--- src/esrl_pkg.sv ---
package esrl_pkg;

  // Synchroniser reset image: {deep sleep ack (idle high), role select}
  localparam logic [1:0] SYNC_RST = 2'h2;
  localparam int SYNC_ROLE = 0;
  localparam int SYNC_ACK = 1;

  // Reset values of pins, and the value sent on the boot wires
  localparam logic WARN_RST = 1'h1;
  localparam logic SHARED_ACK_RST = 1'h0;
  localparam logic BOOT_WIRE_ONE = 1'h1;

  typedef enum logic [2:0] {
    ROLE_SECONDARY = 3'h1,
    ROLE_BOOT_SEND = 3'h2,
    ROLE_PRIMARY = 3'h4
  } esrl_role_e;

  // Upstream wire update offered to the link layer
  typedef struct packed {
    logic bootLoadDone;
    logic bootLoadStatus;
    logic susAckN;
    logic hostRstAck;
  } esrl_up_s;

endpackage : esrl_pkg

--- src/esrl_sync.sv ---
`timescale 1ns/100ps
module esrl_sync #(
  parameter int WIDTH = 2,
  parameter logic [WIDTH-1:0] RST_VAL = '0
) (
  // Clock and reset
  input wire logic clk,
  input wire logic rst,
  // Asynchronous inputs and filtered result
  input wire logic [WIDTH-1:0] asyncIn,
  output logic [WIDTH-1:0] stable
);

  logic [WIDTH-1:0] stage1;
  logic [WIDTH-1:0] stage2;
  logic [WIDTH-1:0] stage3;
  logic [WIDTH-1:0] next_stable;

  // A change only counts once the last two stages agree
  always_comb begin
    for (int i = 0; i < WIDTH; i++) begin
      next_stable[i] = (stage2[i] == stage3[i]) ? stage3[i] : stable[i];
    end
  end

  always_ff @(posedge clk or posedge rst) begin
    if (rst) begin
      stage1 <= RST_VAL;
      stage2 <= RST_VAL;
      stage3 <= RST_VAL;
      stable <= RST_VAL;
    end else begin
      stage1 <= asyncIn;
      stage2 <= stage1;
      stage3 <= stage2;
      stable <= next_stable;
    end
  end

endmodule : esrl_sync

--- src/esrl_role_logic.sv ---
// Notes on behaviour
// - Role input high primary, low secondary
// - Role input latched once high; a later fall is ignored
// - Primary: shared pin shows power-down ack wire
// - Primary: send both boot wires as one
// - Secondary: never send boot wires
// - Secondary: no handshake replies, wires informational
// - Secondary: ignore deep sleep ack pin
// - Secondary: shared pin shows host reset ack
// - Role low: withhold boot wires
// - Role rise: primary onward, send boot wires
// - Shared pin low first, then power-down ack
// - Wire exchange only after boot wires sent
// - Warn pin follows received warn wire always
// - Primary: each ack pin edge becomes wire
// - Secondary: reset ack rises after idle
`timescale 1ns/100ps
module esrl_role_logic (
  // Clock and reset
  input wire logic clk,
  input wire logic rst,
  // Board pins
  input wire logic roleSelect,
  input wire logic deepSleepAckInN,
  output logic deepSleepWarnOutN,
  output logic sharedAckOut,
  // Received downstream wires
  input wire logic susWarnVwN,
  input wire logic susPwrDnAckVw,
  input wire logic hostRstWarnVw,
  // Bridge idle status
  input wire logic lpcIdle,
  input wire logic sirqIdle,
  // Upstream wire channel
  input wire logic upTaken,
  output logic upValid,
  output esrl_pkg::esrl_up_s upWires,
  // Role status
  output logic primaryRole,
  output logic vwExchangeEn
);

  logic [1:0] syncOut;
  logic roleSync;
  logic ackSync;

  esrl_sync #(
    .WIDTH(2),
    .RST_VAL(esrl_pkg::SYNC_RST)
  ) u_sync (
    .clk(clk),
    .rst(rst),
    .asyncIn({deepSleepAckInN, roleSelect}),
    .stable(syncOut)
  );

  assign roleSync = syncOut[esrl_pkg::SYNC_ROLE];
  assign ackSync = syncOut[esrl_pkg::SYNC_ACK];

  // Role state
  esrl_pkg::esrl_role_e role;
  esrl_pkg::esrl_role_e next_role;
  logic bootSent;
  logic next_bootSent;

  // Upstream handshake state
  logic ackPrev;
  logic next_ackPrev;
  logic ackPend;
  logic next_ackPend;
  logic hostWarnPrev;
  logic next_hostWarnPrev;
  logic hostRstAck;
  logic next_hostRstAck;
  logic resetAckPend;
  logic next_resetAckPend;
  logic hostAckPend;
  logic next_hostAckPend;
  esrl_pkg::esrl_up_s up;
  esrl_pkg::esrl_up_s next_up;

  // Pin drivers
  logic warnN;
  logic next_warnN;
  logic shared;
  logic next_shared;
  logic isPrimary;

  // Once primary, stays primary; a falling role input is not supported
  always_comb begin
    next_role = role;
    next_bootSent = bootSent;
    case (role)
      esrl_pkg::ROLE_SECONDARY: begin
        if (roleSync) begin
          next_role = esrl_pkg::ROLE_BOOT_SEND;
        end
      end
      esrl_pkg::ROLE_BOOT_SEND: begin
        // Hold the offer until the master gives a slot
        if (upValid && upTaken) begin
          next_role = esrl_pkg::ROLE_PRIMARY;
          next_bootSent = 1'h1;
        end
      end
      esrl_pkg::ROLE_PRIMARY: begin
        next_role = esrl_pkg::ROLE_PRIMARY;
      end
      default: begin
        next_role = esrl_pkg::ROLE_SECONDARY;
      end
    endcase
  end

  always_ff @(posedge clk or posedge rst) begin
    if (rst) begin
      role <= esrl_pkg::ROLE_SECONDARY;
      bootSent <= 1'h0;
    end else begin
      role <= next_role;
      bootSent <= next_bootSent;
    end
  end

  assign isPrimary = (role != esrl_pkg::ROLE_SECONDARY);

  // Pin edges and host reset handshake
  always_comb begin
    next_ackPrev = ackSync;
    next_ackPend = ackPend;
    next_hostWarnPrev = hostRstWarnVw;
    next_hostRstAck = hostRstAck;
    next_resetAckPend = resetAckPend;
    next_hostAckPend = hostAckPend;
    next_up = up;
    // Follow the next role so the very first offer carries the boot wires
    if (next_role != esrl_pkg::ROLE_SECONDARY) begin
      next_up.bootLoadDone = esrl_pkg::BOOT_WIRE_ONE;
      next_up.bootLoadStatus = esrl_pkg::BOOT_WIRE_ONE;
    end else begin
      next_up.bootLoadDone = 1'h0;
      next_up.bootLoadStatus = 1'h0;
    end
    if (upValid && upTaken) begin
      next_ackPend = 1'h0;
      next_hostAckPend = 1'h0;
    end
    // Edges in secondary role are dropped, not queued
    if (isPrimary && (ackSync != ackPrev)) begin
      next_up.susAckN = ackSync;
      next_ackPend = 1'h1;
    end
    // Hold off the acknowledge until the LPC side has drained
    if (hostRstWarnVw && !hostWarnPrev) begin
      next_resetAckPend = 1'h1;
    end
    if (!hostRstWarnVw) begin
      next_resetAckPend = 1'h0;
      if (hostRstAck) begin
        next_hostRstAck = 1'h0;
        next_up.hostRstAck = 1'h0;
        next_hostAckPend = isPrimary;
      end
    end else if (resetAckPend && lpcIdle && sirqIdle) begin
      next_resetAckPend = 1'h0;
      next_hostRstAck = 1'h1;
      next_up.hostRstAck = 1'h1;
      next_hostAckPend = isPrimary;
    end
  end

  // Pin drivers; the shared pin changes function with the role
  always_comb begin
    next_warnN = susWarnVwN;
    next_shared = isPrimary ? susPwrDnAckVw : hostRstAck;
  end

  always_ff @(posedge clk or posedge rst) begin
    if (rst) begin
      warnN <= esrl_pkg::WARN_RST;
      shared <= esrl_pkg::SHARED_ACK_RST;
    end else begin
      warnN <= next_warnN;
      shared <= next_shared;
    end
  end

  // Boot wires first, then handshake traffic; nothing in secondary role
  assign upValid = (role == esrl_pkg::ROLE_BOOT_SEND) ||
                   (bootSent && (ackPend || hostAckPend));
  assign upWires = up;
  assign deepSleepWarnOutN = warnN;
  assign sharedAckOut = shared;
  assign primaryRole = isPrimary;
  assign vwExchangeEn = bootSent;

  always_ff @(posedge clk or posedge rst) begin
    if (rst) begin
      ackPrev <= esrl_pkg::SYNC_RST[esrl_pkg::SYNC_ACK];
      ackPend <= 1'h0;
      hostWarnPrev <= 1'h0;
      hostRstAck <= 1'h0;
      resetAckPend <= 1'h0;
      hostAckPend <= 1'h0;
      up <= '{bootLoadDone: 1'h0, bootLoadStatus: 1'h0,
              susAckN: 1'h1, hostRstAck: 1'h0};
    end else begin
      ackPrev <= next_ackPrev;
      ackPend <= next_ackPend;
      hostWarnPrev <= next_hostWarnPrev;
      hostRstAck <= next_hostRstAck;
      resetAckPend <= next_resetAckPend;
      hostAckPend <= next_hostAckPend;
      up <= next_up;
    end
  end

endmodule : esrl_role_logic

--- config.mk ---
export PLATFORM = sky130hd
export DESIGN_NAME = esrl_role_logic
export DESIGN_NICKNAME = d
export VERILOG_FILES = /design/src/esrl_pkg.sv /design/src/esrl_sync.sv /design/src/esrl_role_logic.sv
export SDC_FILE = /design/constraint.sdc
export NUM_CORES = 1
export LEC_CHECK = 0
export BUFFER_PORTS_ARGS = -buffer_cell sky130_fd_sc_hd__buf_4
export CAP_MARGIN = 0
export CORE_MARGIN = 1.5
export CORE_UTILIZATION = 40
export CTS_BUF_LIST = sky130_fd_sc_hd__clkbuf_8
export DETAILED_ROUTE_END_ITERATION = 10
export GPL_TIMING_DRIVEN = 0
export PLACE_DENSITY = 0.71
export REMOVE_ABC_BUFFERS = 1
export SLEW_MARGIN = 40
export SYNTH_ARGS = -nofsm -noshare
export SYNTH_HDL_FRONTEND = slang
export SYNTH_HIERARCHICAL = 1
export SYNTH_SLANG_ARGS = --single-unit
--- constraint.sdc ---
create_clock -name clk -period 3.36 [get_ports clk]
set_input_delay 0.168 -clock clk [delete_from_list [all_inputs] [get_ports clk]]
set_output_delay 0.168 -clock clk [all_outputs]
set_load 0.01 [all_outputs]
==> impl_metrics.env, run 1 <==
export IMPL_met2_usage=0.196
export IMPL_hold_class="in2reg"
export IMPL_rsz0062_at_grt="no"
export IMPL_drcViolationCount=0
export IMPL_fin_cells=116
export IMPL_htree_levels=1
export IMPL_fin_nets=100
export IMPL_clk_pin_slew_ps=70
export IMPL_diodes=0
export IMPL_finClkSkew_ps=2.13
export IMPL_hold_violations=0
export IMPL_power_density_nw_per_um2=718
export IMPL_fmax_ghz=0.658
export IMPL_crit_path_start="role[0]"
export IMPL_areaGrowthSynthToFinish_pct=25.2
export IMPL_postCtsSetupRepairBufs=0
export IMPL_grt_pass1_vias=521
export IMPL_seq_area_frac_synth=0.670
export IMPL_fp_dieArea_um2=2470
export IMPL_synth_top_area_share=0.430
export IMPL_min_delay_start="deepSleepAckInN"
export IMPL_status="finished, final reports clean"
export IMPL_synth_area_leader_cell="dfrtp_1"
export IMPL_vias=545
export IMPL_antenna_found_initial=0
export IMPL_cap_violations=0
export IMPL_finalMaxSlewViolations=0
export IMPL_numPortBuffers=18
export IMPL_period_minus_slack_ps=1520
export IMPL_ios=19
export IMPL_critical_path_class="reg2out"
export IMPL_grtUsageMet1=0.149
export IMPL_routedWlPerCell_um=11.2
export IMPL_top_usage_layer="met2"
export IMPL_netlist_area_um2=873
export IMPL_cp_arrival_ps=1350
export IMPL_synth_area_leaders="dfrtp_1 (43%), dfstp_2 (24%), o21ai_0 (5.2%), nor3b_2 (2.9%), maj3_2 (2.6%)"
export IMPL_clockBufferDepth=2
export IMPL_grt_pass1_wl_mm=2.19
export IMPL_startpoint_type="register"
export IMPL_syn_avg_cell_area_um2=13.0
export IMPL_initial_core_util=0.436
export IMPL_grt_max_degree=16
export IMPL_p_leak_uw=0.000508
export IMPL_cts_sinks=23
export IMPL_final_period_utilization=0.452
export IMPL_holdPathStages=1
export IMPL_synth_warning_count=6
export IMPL_via_per_inst=4.70
export IMPL_worst_r2r_cell_count=3
export IMPL_reg2reg_from="role[0]"
export IMPL_ys_seq_elements=23
export IMPL_worstPathRequired_ps=3190
export IMPL_drive_gt1_frac=0.449
export IMPL_cts_tree="done"
export IMPL_synth_distinct_cells=21
export IMPL_vdd_drop_max_mv=0.348
export IMPL_track_usage=0.119
export IMPL_relSlewSlack=0.639
export IMPL_worst_slew_pin_slew_ps=541
export IMPL_rows=16
export IMPL_numCtsBuffers=3
export IMPL_cts_resized=0
export IMPL_fp_dieH_um=49.7
export IMPL_core_um2=2000
export IMPL_grt_overflow=0
export IMPL_whs_ps=14.1
export IMPL_cts_root_buf="clkbuf_8"
export IMPL_dr_first_iter_drc_count=6
export IMPL_die_width_um=49.7
export IMPL_clk_latency_ps=260
export IMPL_drtPass1Iterations=4
export IMPL_mostFrequentLayoutCell="buf_4"
export IMPL_crit_fanout=7
export IMPL_ant_nets=0
export IMPL_placedCellCount=110
export IMPL_tns_ps=0
export IMPL_final_cell_mix="buf_4 (18), dfrtp_1 (15), o21ai_0 (9), dfstp_2 (8), nand2_1 (5)"
export IMPL_wl_mm=1.30
export IMPL_use_met3=0.0273
export IMPL_final_setup_viol_count=0
export IMPL_end_kind="primary output"
export IMPL_syn_inst=67
export IMPL_globalplace_congestion=0.765
export IMPL_dpl_hpwl_um=954
export IMPL_postLayoutCoreUtil=0.546
export IMPL_cts_hold_buf=1
-- worst max-delay path, stage by stage, from the launching register on --
cell and delay, ps:
dfstp_2 590, nor3b_2 270, inv_2 90, buf_4 150
-- Yosys cell counts (all sizes together) --
cell / n
dfrtp: 15
o21ai: 9
dfstp: 8
inv: 5
nand2: 5
a21oi: 3
nor2: 3
buf: 2
maj3: 2
mux2: 2
mux2i: 2
nor3b: 2
o21a: 2
a21bo: 1
a21o: 1
a22o: 1
and3: 1
nand2b: 1
o22a: 1
xor2: 1
-- registers in the layout (all words and copies together) (netlist names) --
register and flops:
vwExchangeEn 1, hostAckPend 1, deepSleepWarnOutN 1, ackPrev 1
u_sync/stage1 2, u_sync/stage3 2, hostRstAck 1, ackPend 1
u_sync/stable 2, role 3, sharedAckOut 1, resetAckPend 1
hostWarnPrev 1, upWires 3, u_sync/stage2 2
-- layer usage --
metal | share of wire | vias to the layer above
li1 | - | 268
met1 | 0.45 | 262
met2 | 0.50 | 11
met3 | 0.034 | 4
met4 | 0.016 | 0
met5 | 0 | -
-- final timing paths --
check,endpoint,slack (ps)
min reg2reg,u_sync/stage2[0],350
min,u_sync/stage1[1],10
max,primaryRole,1840
min in group asynchronous,u_sync/stage2[0],410
max reg2reg,hostAckPend,2030
max in group asynchronous,role[0],2480
-- logic make-up (layout without fill, tap and decap cells) --
logic type / Yosys count / in the layout / share of synthesized area
xor gates and xnor gates: 1 / 1 / 0.0100
AOI/OAI and AO/OA: 18 / 18 / 0.129
and+or+nand+nor: 12 / 12 / 0.0774
DFF: 23 / 23 / 0.670
buffers and inverters: 7 / 29 / 0.0387
muxes: 4 / 4 / 0.0487
adders and majority gates: 2 / 2 / 0.0258
-- report_power, final --
| group | leakage (uW) | internal, uW | total (uW) | switching [uW] |
|---|---|---|---|---|
| combinational | 0.000219 | 127 | 229 | 102 |
| clock | 0.0000255 | 82.5 | 162 | 79.1 |
| sequential | 0.000264 | 344 | 395 | 51.0 |
| total | 0.000508 | 553 | 785 | 232 |
-- stage by stage --
stage	cell area (um^2)	setup slack [ps]	power (uW)
2_1_floorplan	858	2110	524
3_3_place_gp	1030	2050	622
3_5_place_dp	1030	2030	630
4_1_cts	1080	1820	798
5_1_grt	1090	1760	841
6_report	1090	1840	785
-- layout make-up --
class                      count  area [um^2]
multi-input combinational     37          254
tap                           27         33.8
clock buffer                   3         41.3
sequential                    23          586
inverter                       5         18.8
clock inverter                 1         5.00
timing repair buffer          20          155
fill                         177          908
No activity file was read; power rests on OpenSTA's default activity.
==> inputs of run 2 (changes only) <==
Settings changed: ABC_AREA set to 1.
Clock period 3.36 ns to 1.4 ns, I/O delays scaled along.
==> run 2 against run 1 <==
  * Critical endpoint unchanged
  * Hold slack worse by 1.7 ps
  * Synthesized cell count grew 19%
  * Design area increased by 1.4%
  * Largest cell class unchanged
  * Global-route usage grew 1.2 points
  * Via count grew 9.9%
==> impl_metrics.env, run 2 <==
export IMPL_dr_first_iter_drc_count=4
export IMPL_regToRegSetupSlack_ps=300
export IMPL_clk_latency_ps=260
export IMPL_netlist_area_um2=852
export IMPL_cp_arrival_ps=1170
export IMPL_whs_ps=12.4
export IMPL_mostFrequentLayoutCell="buf_4"
export IMPL_power_density_nw_per_um2=1600
export IMPL_fin_nets=117
export IMPL_diodes=0
export IMPL_use_met3=0.0276
export IMPL_startpoint_type="register"
export IMPL_cap_violations=0
export IMPL_period_minus_slack_ps=1240
export IMPL_end_kind="primary output"
export IMPL_cts_root_buf="clkbuf_8"
export IMPL_final_period_utilization=0.885
export IMPL_grt_pass1_wl_mm=2.35
export IMPL_cts_tree="done"
export IMPL_rsz0062_at_grt="no"
export IMPL_fmax_ghz=0.807
export IMPL_vdd_drop_max_mv=0.969
export IMPL_cts_hold_buf=5
export IMPL_power_uw=1770
export IMPL_drtPass1Iterations=4
export IMPL_clockBufferDepth=2
export IMPL_worst_slew_pin_slew_ps=557
export IMPL_crit_fanout=7
export IMPL_seq_area_frac_synth=0.687
export IMPL_routedWlPerCell_um=9.91
export IMPL_relSlewSlack=0.628
export IMPL_htree_levels=1
export IMPL_tns_ps=0
export IMPL_fp_dieH_um=49.2
export IMPL_grt_max_degree=16
export IMPL_crit_path_cell_trace="nand3_2 > buf_4"
export IMPL_synth_flop_cell="dfrtp_1"
export IMPL_numCtsBuffers=3
export IMPL_ys_seq_elements=23
export IMPL_track_usage=0.132
export IMPL_status="finished, final reports clean"
export IMPL_p_leak_uw=0.000570
export IMPL_synth_common_cells="dfrtp_1 (15), nand2_1 (15), inv_1 (14)"
export IMPL_dpl_hpwl_um=984
export IMPL_critical_path_class="reg2out"
export IMPL_met2_usage=0.212
export IMPL_worstPathRequired_ps=1330
export IMPL_path_buf_inv=1
export IMPL_synth_top_area_share=0.441
export IMPL_synth_distinct_cells=18
export IMPL_wl_mm=1.32
export IMPL_drcViolationCount=0
export IMPL_cts_sinks=23
export IMPL_rows=16
export IMPL_initial_core_util=0.430
export IMPL_syn_inst=80
export IMPL_ant_nets=0
export IMPL_slowest_stage="dfstp_2"
export IMPL_postCtsSetupRepairBufs=0
export IMPL_final_cell_mix="buf_4 (18), inv_1 (15), nand2_1 (15), dfrtp_1 (15), dfstp_2 (8)"
export IMPL_top_usage_layer="met2"
export IMPL_synth_edf_count=0
export IMPL_drive_gt1_frac=0.358
export IMPL_clk_pin_slew_ps=80
export IMPL_cpPeakStageDelay_ps=560
export IMPL_numPortBuffers=18
export IMPL_globalplace_congestion=0.753
export IMPL_grtUsageMet1=0.153
export IMPL_path_delay_family="flip-flops"
export IMPL_hold_violations=0
export IMPL_areaGrowthSynthToFinish_pct=30.1
export IMPL_finalMaxSlewViolations=0
export IMPL_antenna_found_initial=0
export IMPL_synth_area_leader_cell="dfrtp_1"
export IMPL_final_setup_viol_count=0
export IMPL_fp_dieArea_um2=2420
export IMPL_syn_avg_cell_area_um2=10.7
export IMPL_ios=19
export IMPL_cts_resized=0
export IMPL_core_um2=1980
export IMPL_synth_area_leaders="dfrtp_1 (44%), dfstp_2 (25%), nand2_1 (6.6%), inv_1 (6.2%), a21oi_1 (3.5%)"
export IMPL_finClkSkew_ps=1.50
export IMPL_synth_warning_count=6
export IMPL_grt_overflow=0
export IMPL_die_width_um=49.2
export IMPL_synth_async_reset_ratio=1.00
export IMPL_hold_class="in2reg"
export IMPL_grt_pass1_vias=606
export IMPL_vias=599
export IMPL_via_per_inst=4.50
-- run 2: changes by cell type in the layout (fill, tap and decap cells not counted), moves of 3 or more --
cell and delta:
nand3_1 +3, a21oi_1 +3, o21ai_0 -7, dlygate4sd3_1 +3
nand2_1 +10, inv_1 +11
-- run 2: layout make-up --
cell class	instances	area (um^2)
sequential	23	586
inverter	17	63.8
timing repair buffer	23	185
clock buffer	3	41.3
fill	184	873
tap	27	33.8
clock inverter	1	3.75
multi-input combinational	39	195
-- run 2: cells by family after synthesis --
family,synth area share
buf+inv,0.0837
flops,0.687
simple gates,0.167
compound gates,0.0617
-- run 2: worst reg2reg max path, stage by stage, from the launching register on --
cell and delay [ps]:
dfstp_2 560, inv_1 50, nand3_2 70, inv_1 70, nor3_2 210, inv_2 40
-- run 2: stage by stage --
stage | area, um^2 | setup slack [ps] | utilization | std cells
after CTS | 1110 | 137 | 0.559 | 133
after global routing | 1110 | 106 | 0.559 | 133
after global placement | 1010 | 329 | 0.511 | 124
after floorplan | 845 | 373 | - | 79
after detailed placement | 1010 | 306 | 0.511 | 124
final | 1110 | 161 | 0.559 | 133
-- run 2: where the power goes --
part           internal, uW  switching (uW)
Combinational           229             263
Sequential              815            70.3
Clock                   196             199
Total                  1240             532
-- run 2: path summary, 6_finish.rpt --
path	startpoint	cells past startpoint	to
min in group asynchronous	rst	3	u_sync/stage1[0]
min	susPwrDnAckVw	3	sharedAckOut
max	role[0]	2	primaryRole
min reg2reg	u_sync/stage1[0]	0	u_sync/stage2[0]
max in group asynchronous	rst	3	role[0]
max reg2reg	role[0]	5	upWires[3]
-- run 2: per-layer routing --
| metal | vias up | part of all wire |
|---|---|---|
| met5 | - | 0 |
| met4 | 0 | 0.036 |
| met3 | 5 | 0.037 |
| met2 | 15 | 0.49 |
| met1 | 279 | 0.43 |
| li1 | 300 | - |
